`config.mk`:
```
export PLATFORM = sky130hd
export DESIGN_NAME = xprio_regs
export DESIGN_NICKNAME = d
export VERILOG_FILES = /design/src/xprio_pkg.sv /design/src/xprio_reg8.sv /design/src/xprio_decode.sv /design/src/xprio_regs.sv
export VERILOG_INCLUDE_DIRS = /design/src
export SDC_FILE = /design/constraint.sdc
export NUM_CORES = 1
export LEC_CHECK = 0
export BUFFER_PORTS_ARGS = -buffer_cell sky130_fd_sc_hd__buf_2
export CAP_MARGIN = 20
export CORE_MARGIN = 4
export CORE_UTILIZATION = 45
export DETAILED_ROUTE_END_ITERATION = 10
export PLACE_DENSITY_LB_ADDON = 0.3
export SLEW_MARGIN = 15
export SYNTH_ARGS = -nofsm -noshare
export SYNTH_HDL_FRONTEND = slang
export SYNTH_HIERARCHICAL = 1
export SYNTH_SLANG_ARGS = --single-unit
```
`constraint.sdc`:
```
create_clock -name clk_in -period 3.05 [get_ports clk_in]
set_input_delay 0.61 -clock clk_in [delete_from_list [all_inputs] [get_ports clk_in]]
set_output_delay 0.61 -clock clk_in [all_outputs]
set_load 0.01 [all_outputs]
```
`src/xprio_defs.svh`:
```
// Constants for the extended interrupt priority register pair.
// Assumes inclusion by bare name from the package and design modules.
`ifndef XPRIO_DEFS_SVH
`define XPRIO_DEFS_SVH
`define XPRIO_PAGE 8'h10
`define XPRIO_LOW_ADDR 8'hed
`define XPRIO_HIGH_ADDR 8'hf6
`define XPRIO_RESET 8'h00
`define XPRIO_FIELD_MASK 8'h1f
`define XPRIO_NUM_SRC 5
`define XPRIO_BIT_CLU0 4
`define XPRIO_BIT_TMR5 3
`define XPRIO_BIT_TMR4 2
`define XPRIO_BIT_TWS 1
`define XPRIO_BIT_SER1 0
`endif

```
`src/xprio_pkg.sv`:
```
// Types for the extended interrupt priority register pair.
// Assumes xprio_defs.svh is on the include path.
`include "xprio_defs.svh"
package xprio_pkg;
  typedef logic [7:0] xprio_byte_t;
  typedef logic [1:0] xprio_level_t;
  typedef enum logic [1:0] {
    XPRIO_SEL_NONE = 2'b01,
    XPRIO_SEL_REG = 2'b10
  } xprio_sel_e;
endpackage

```
`src/xprio_reg8.sv`:
```
// One 8-bit priority register with a writable field.
// Assumes single-cycle write strobe from the decoder.
`include "xprio_defs.svh"
module xprio_reg8
  import xprio_pkg::*;
#(
  parameter logic [7:0] FIELD_MASK = `XPRIO_FIELD_MASK,
  parameter logic [7:0] RESET_VAL = `XPRIO_RESET
) (
  input wire logic clk_in,
  input wire logic rst_in,
  input wire logic wr_in,
  input wire logic [7:0] wdata_in,
  output logic [7:0] value_out
);
  xprio_byte_t data_q;
  xprio_byte_t data_d;
  // Writes load reserved bits as zero through FIELD_MASK
  assign data_d = wr_in ? (wdata_in & FIELD_MASK) : data_q;
  always_ff @(posedge clk_in or posedge rst_in) begin
    if (rst_in) begin
      data_q <= RESET_VAL;
    end else begin
      data_q <= data_d;
    end
  end
  assign value_out = data_q;
endmodule // xprio_reg8

```
`src/xprio_decode.sv`:
```
// Special-function-register address decode for the priority pair.
// Assumes page, address and strobes are synchronous to the core clock.
`include "xprio_defs.svh"
module xprio_decode
  import xprio_pkg::*;
(
  input wire logic [7:0] page_in,
  input wire logic [7:0] addr_in,
  input wire logic wr_in,
  input wire logic rd_in,
  output logic low_wr_out,
  output logic high_wr_out,
  output logic low_sel_out,
  output logic high_sel_out
);
  logic page_hit;
  assign page_hit = (page_in == `XPRIO_PAGE);
  assign low_sel_out = page_hit && (addr_in == `XPRIO_LOW_ADDR);
  assign high_sel_out = page_hit && (addr_in == `XPRIO_HIGH_ADDR);
  assign low_wr_out = low_sel_out && wr_in && !rd_in;
  assign high_wr_out = high_sel_out && wr_in && !rd_in;
endmodule // xprio_decode

```
`src/xprio_regs.sv`:
```
// Extended interrupt priority register pair and per-source levels.
// Assumes the core drives page, address and strobes from clk_in.
//
// Summary of operation
// - Low bit 4 is logic unit priority LSB
// - Low bit 3 is timer 5 priority LSB
// - Low bit 2 is timer 4 priority LSB
// - Low bit 1 is two-wire slave LSB
// - Low bit 0 is serial port 1 LSB
// - High bit 4 is logic unit priority MSB
// - High bit 3 is timer 5 priority MSB
// - High bit 2 is timer 4 priority MSB
// - High bit 1 is two-wire slave MSB
// - High bit 0 is serial port 1 MSB
// - Low register at page 10, address ed
// - High register at page 10, address f6
`include "xprio_defs.svh"
module xprio_regs
  import xprio_pkg::*;
(
  input wire logic clk_in,
  input wire logic rst_in,
  input wire logic [7:0] sfr_page_in,
  input wire logic [7:0] sfr_addr_in,
  input wire logic sfr_wr_in,
  input wire logic sfr_rd_in,
  input wire logic [7:0] sfr_wdata_in,
  output logic [7:0] sfr_rdata_out,
  output logic sfr_hit_out,
  output logic [7:0] irq_priority_low_bits_2_out,
  output logic [7:0] irq_priority_high_bits_2_out,
  output logic [1:0] logic_unit0_level_out,
  output logic [1:0] timer5_level_out,
  output logic [1:0] timer4_level_out,
  output logic [1:0] twowire_slave_level_out,
  output logic [1:0] serial_port1_level_out
);
  logic low_wr;
  logic high_wr;
  logic low_sel;
  logic high_sel;
  xprio_byte_t low_val;
  xprio_byte_t high_val;
  xprio_byte_t rdata_q;
  xprio_byte_t rdata_d;
  xprio_sel_e sel;

  xprio_decode u_dec (
    .page_in(sfr_page_in),
    .addr_in(sfr_addr_in),
    .wr_in(sfr_wr_in),
    .rd_in(sfr_rd_in),
    .low_wr_out(low_wr),
    .high_wr_out(high_wr),
    .low_sel_out(low_sel),
    .high_sel_out(high_sel)
  );

  xprio_reg8 u_low (
    .clk_in(clk_in),
    .rst_in(rst_in),
    .wr_in(low_wr),
    .wdata_in(sfr_wdata_in),
    .value_out(low_val)
  );

  xprio_reg8 u_high (
    .clk_in(clk_in),
    .rst_in(rst_in),
    .wr_in(high_wr),
    .wdata_in(sfr_wdata_in),
    .value_out(high_val)
  );

  function automatic xprio_level_t level_of(input xprio_byte_t hi,
                                            input xprio_byte_t lo,
                                            input int idx);
    level_of = {hi[idx], lo[idx]};
  endfunction

  assign logic_unit0_level_out =
    level_of(high_val, low_val, `XPRIO_BIT_CLU0);
  assign timer5_level_out =
    level_of(high_val, low_val, `XPRIO_BIT_TMR5);
  assign timer4_level_out =
    level_of(high_val, low_val, `XPRIO_BIT_TMR4);
  assign twowire_slave_level_out =
    level_of(high_val, low_val, `XPRIO_BIT_TWS);
  assign serial_port1_level_out =
    level_of(high_val, low_val, `XPRIO_BIT_SER1);

  assign irq_priority_low_bits_2_out = low_val;
  assign irq_priority_high_bits_2_out = high_val;

  // Read data registered one cycle after the read strobe
  assign sel = (low_sel || high_sel) ? XPRIO_SEL_REG : XPRIO_SEL_NONE;
  always_comb begin
    rdata_d = 8'h00;
    unique case (sel)
      XPRIO_SEL_REG: rdata_d = low_sel ? low_val : high_val;
      XPRIO_SEL_NONE: rdata_d = 8'h00;
    endcase
  end

  always_ff @(posedge clk_in or posedge rst_in) begin
    if (rst_in) begin
      rdata_q <= 8'h00;
    end else if (sfr_rd_in) begin
      rdata_q <= rdata_d;
    end
  end

  assign sfr_rdata_out = rdata_q;
  assign sfr_hit_out = low_sel || high_sel;
endmodule // xprio_regs

```
==> flow_metrics.tcl, run 1 <==
set metrics [dict create \
    wl_per_cell_microns 13.9 \
    p_clk_frac 0.324 \
    insertion_delay_ps 290 \
    die_y_microns 55.5 \
    drt_iter0_markers 17 \
    cts_buffers 3 \
    n_antenna_cell 0 \
    required_ps 2440 \
    synth_edf_count 0 \
    hold_ws_ps 224 \
    nets 170 \
    final_area_sq_um 1230 \
    vias_per_cell 4.98 \
    synth_cell_type_count 20 \
    combPwrFrac 0.117 \
    avgSynthCellArea_sq_um 10.4 \
    placementRows 16 \
    drive_above_1_share 0.525 \
    dieArea_sq_um 3080 \
    hold_viol_final 0 \
    fp.coreArea_sq_um 2040 \
    switching_power_w 0.000105 \
    worst_slew_pin_slew_ps 679 \
    p_per_area_nw_per_um2 363 \
    fmax_mhz 422 \
    ys_seq_area_frac 0.444 \
    cp-start-kind "input port" \
    dp_hpwl_microns 1870 \
    finalClockSkew_ps 3.18 \
    leakage_nw 0.678 \
    start_util 0.497 \
    total_power_w 0.000446 \
    grt_pass1_vias 864 \
    cts_sinks 18 \
    path_class "in -> out" \
    peakVddDrop_mv 0.241 \
    grt_pass1_wl_microns 4020 \
    cts_buffer_depth 2 \
    syn_to_final_growth_pct 21.0 \
    drc 0 \
    placed_cell_area_sq_um 1190 \
    finalCoreUtilization 0.601 \
    synthArstFlopShare 1.00 \
    h-tree-depth 1 \
    crit_arrival_ps 1760 \
    seqPwrFrac 0.559 \
    internal_power_w 0.000341 \
    layout_min_cycle_time_ps 2370 \
    rsz0062_at_grt "false" \
    synthTopCellsByCount "18 x dfrtp_1, 16 x buf_4, 10 x mux2_2, 10 x nor2_1" \
    cts_resized 0 \
    ant_nets 0 \
    hold_class "in -> async" \
    routed_wl_microns 2340 \
    slew_viol_final 0 \
    synthFlopType "dfrtp_1" \
    cts.hold.buffers_added 0 \
    synth.area.top_cells "dfrtp_1 44%, buf_4 12%, mux2_2 11%, nand3b_1 5.9%, a31oi_1 4.9%" \
    vias 837 \
    die_w_microns 55.5 \
    cts_setup_buffers 0 \
    track_usage 0.163 \
    io_pins 63 \
    setup_viol 0 \
    synth_largest_area_cell "dfrtp_1" \
    netlist_area_sq_um 1010 \
    cts.clk_slew.worst_paths_ps 100 \
    dr.pass1.iters 4 \
    tns_ps 0 \
    place_congestion 0.717 \
    yosysMostFrequentCell "dfrtp_1" \
    grt_start_max_net_pins 18 \
    antenna_found_initial 0 \
    yosysWarnings 6 \
    fillCellCount 200 \
    status "completed" \
    netlist_instances 98 \
    port_buffers 53 \
    period_share 0.778 \
    synth_top_area_frac 0.444 \
    maxSlewHeadroom 0.543 \
    cts_tree "yes" \
    cts-root-buf "clkbuf_4" \
    cp_max_fo 4 \
    crit_path_end_kind "output port" \
    ys_ff_latch 18 \
    switching_share 0.236 \
    overflow 0 \
    drv_cap 0 \
]
## power groups by stage
| stage | Clock, W | Sequential [W] | Combinational [W] |
|---|---|---|---|
| after detailed placement | 0 | 0.000254 | 0.0000524 |
| after global placement | 0 | 0.000253 | 0.0000509 |
| after CTS | 0.000151 | 0.000249 | 0.0000525 |
| final | 0.000145 | 0.000249 | 0.0000522 |
| after floorplan | 0 | 0.000258 | 0.0000286 |
| after global routing | 0.000167 | 0.000250 | 0.0000592 |
## registers in the layout (all words and copies together), names as in the netlist
| name | cells |
|---|---|
| sfr_rdata_out | 8 |
| u_high/value_out | 5 |
| u_low/value_out | 5 |
## layout by cell type (no fill, tap or decap), types with 3 or more instances in the layout
master / instances
clkbuf_4: 3
nor2_1: 10
a31oi_1: 8
buf_2: 53
dfrtp_1: 18
conb_1: 6
mux2_2: 10
nand2_1: 8
inv_1: 3
nand3b_1: 8
## worst paths after layout
check	start	slack (ps)	end	cells after the start
setup / recovery	sfr_page_in[3]	680	sfr_hit_out	6
hold / removal	rst_in	220	u_low/value_out[2]$_DFFE_PP0P_	2
setup reg to reg	u_low/value_out[1]$_DFFE_PP0P_	2230	u_low/value_out[1]$_DFFE_PP0P_	1
hold reg to reg	sfr_rdata_out[5]$_DFFE_PP0P_	550	sfr_rdata_out[5]$_DFFE_PP0P_	2
max in group asynchronous	rst_in	2560	sfr_rdata_out[0]$_DFFE_PP0P_	2
min in group clk_in	sfr_rdata_out[5]$_DFFE_PP0P_	550	sfr_rdata_out[5]$_DFFE_PP0P_	2
## metrics by stage
stage / std cells / setup slack (ps)
2_1_floorplan: 102 / 612
3_3_place_gp: 164 / 672
3_5_place_dp: 164 / 583
4_1_cts: 168 / 668
5_1_grt: 168 / 553
6_report: 168 / 678
## area by class of cell
cell class / instances / area [sq um] / area share
tap: 27 / 33.8 / 0.0275
timing repair buffer: 55 / 280 / 0.228
multi-input combinational: 61 / 415 / 0.338
clock buffer: 4 / 36.3 / 0.0296
sequential: 18 / 450 / 0.367
inverter: 3 / 11.3 / 0.00917
## cells by family after synthesis
group / Yosys count / synth area share
simple gates: 37 / 0.227
buf+inv: 23 / 0.162
mux: 10 / 0.111
compound gates: 8 / 0.0493
other cells: 2 / 0.00740
flops: 18 / 0.444
## metal layers
layer  vias to the layer above  share of wire  GRT usage
met5                         -              0          0
met4                         0         0.0056     0.0694
met3                         2          0.067     0.0536
met2                        25           0.53      0.275
met1                       403           0.39      0.188
li1                        407              -          -
## critical path, cell delays in order
cell and delay, ps:
buf_2 100, nor4b_2 310, nand4_2 200, nor3_1 270, or2_2 150, buf_2 120
Note: power is estimated with default switching activity, not from simulation.
==> run 2: changes to the inputs <==
--- a/config.mk
+++ b/config.mk
@@ -9,7 +9,7 @@
 export BUFFER_PORTS_ARGS = -buffer_cell sky130_fd_sc_hd__buf_2
 export CAP_MARGIN = 20
 export CORE_MARGIN = 4
-export CORE_UTILIZATION = 45
+export CORE_UTILIZATION = 42
 export DETAILED_ROUTE_END_ITERATION = 10
 export PLACE_DENSITY_LB_ADDON = 0.3
 export SLEW_MARGIN = 15
==> constraint.sdc (replaced) <==
create_clock -name clk_in -period 2.3 [get_ports clk_in]
set_input_delay 0.46 -clock clk_in [delete_from_list [all_inputs] [get_ports clk_in]]
set_output_delay 0.46 -clock clk_in [all_outputs]
set_load 0.01 [all_outputs]
==> run 2 against run 1 <==
Effect of this change: die area grew 6.1%; clock power grew 32%; cell count grew 1.8%; clock-buffer cell count is the same; sequential power grew 33%; via count grew 0.24%; global-route usage shrank 1.4 points; final area grew 1.3%; critical endpoint unchanged; non-clock buffer count grew 2; combinational power grew 33%; total power grew 33%.
==> flow_metrics.tcl, run 2 (synthesized netlist as in run 1, its figures left out) <==
set metrics [dict create \
    layout_min_cycle_time_ps 2050 \
    io_pins 63 \
    leakage_nw 0.688 \
    wirelength_met1_microns 913 \
    fp.coreArea_sq_um 2250 \
    port_buffers 53 \
    grt_pass1_wl_microns 3800 \
    cp-start-kind "input port" \
    syn_to_final_growth_pct 22.6 \
    finalClockSkew_ps 2.31 \
    grt_start_max_net_pins 18 \
    critical-path-slowest-cell "nor4b_2" \
    cp_max_fo 4 \
    r2r_end "u_low/value_out[2]$_DFFE_PP0P_" \
    h-tree-depth 1 \
    n_antenna_cell 0 \
    rr_startpoint "u_low/value_out[2]$_DFFE_PP0P_" \
    worst-path-buf-inv 2 \
    fin_ws_ps 249 \
    rsz0062_at_grt "false" \
    cts_tree "yes" \
    critical-path-top-delay-family "simple AND/OR/NAND/NOR gates" \
    post-place-ws_ps 245 \
    dp_hpwl_microns 1940 \
    insertion_delay_ps 290 \
    cts.hold.buffers_added 0 \
    tns_ps 0 \
    placementRows 17 \
    cts_resized 0 \
    drive_above_1_share 0.531 \
    crit_path_end_kind "output port" \
    start_util 0.450 \
    place_congestion 0.723 \
    status "completed" \
    fmax_mhz 488 \
    largest_reg_flops 8 \
    wl_per_cell_microns 13.6 \
    top_layer_used "met4" \
    cpPeakStageDelay_ps 300 \
    period_share 0.892 \
    dieArea_sq_um 3270 \
    met3_length_microns 170 \
    final_common_cell "buf_2" \
    cts-root-buf "clkbuf_4" \
    drc 0 \
    cts_buffers 3 \
    reg2reg_depth 1 \
    crit_start "sfr_page_in[3]" \
    cts_buffer_depth 2 \
    peakVddDrop_mv 0.325 \
    nets 172 \
    overflow 0 \
    slew_viol_final 0 \
    crit_arrival_ps 1590 \
    drv_cap 0 \
    antenna_found_initial 0 \
    routed_wl_microns 2320 \
    hold_viol_final 0 \
    dr.pass1.iters 4 \
    path_cells "buf_2 -> nor4b_2 -> nand4_2 -> nor3_1 -> or2_2 -> buf_2" \
    die_w_microns 57.2 \
    track_usage 0.149 \
    layout_common_cells "53 x buf_2, 18 x dfrtp_1, 10 x nor2_1, 10 x mux2_2" \
    path_class "in -> out" \
    cts.clk_slew.worst_paths_ps 100 \
    cts_sinks 18 \
    finalCoreUtilization 0.552 \
    worstSetupPathDepth 6 \
    setup_viol 0 \
    vias 839 \
    vias_per_cell 4.91 \
    dr_wl_met2_microns 1200 \
    grt_pass1_vias 765 \
    r2r_slack_ps 1500 \
    hold_class "in -> async" \
    drt_iter0_markers 33 \
    die_y_microns 57.2 \
    p_per_area_nw_per_um2 476 \
    required_ps 1840 \
    ant_nets 0 \
    worst_path_most_repeated_cell "buf_2" \
    cts_setup_buffers 0 \
]
==> run 2: how the worst max path moves through the flow <==
stage | endpoint | slack [ps]
2_1_floorplan | sfr_hit_out | 160
3_3_place_gp | sfr_hit_out | 270
3_5_place_dp | sfr_hit_out | 240
4_1_cts | sfr_hit_out | 250
5_1_grt | sfr_hit_out | 180
6_report | sfr_hit_out | 250
==> run 2: final cells by class <==
| class | instances | area (sq um) |
|---|---|---|
| repair buffers | 57 | 295 |
| clock buffers | 4 | 36.3 |
| well taps | 28 | 35.0 |
| fillers | 221 | 1010 |
| multi-input cells | 61 | 415 |
| flip-flops and latches | 18 | 450 |
| inverters | 3 | 11.3 |
==> run 2: per-stage QoR <==
step | power [W] | hold WS, ps | std cells | instance area [sq um]
floorplan | 0.000380 | 239 | 102 | 1030
global placement | 0.000404 | 388 | 167 | 1210
detailed placement | 0.000406 | 392 | 167 | 1210
CTS | 0.000599 | 67.3 | 171 | 1240
global route | 0.000625 | 68.9 | 171 | 1240
finish | 0.000592 | 71.0 | 171 | 1240
==> run 2: power breakdown <==
part           internal (W)  switching [W]  total (W)  leakage, nW
clock             0.0000964      0.0000955   0.000192       0.0210
combinational     0.0000297      0.0000395  0.0000692        0.428
sequential         0.000326     0.00000504   0.000331        0.240
total              0.000452       0.000140   0.000592        0.688
==> run 2: per-layer routing <==
metal,GRT usage,vias up
met5,0,-
met4,0.0662,0
met3,0.0385,4
met2,0.238,33
met1,0.190,391
li1,-,411
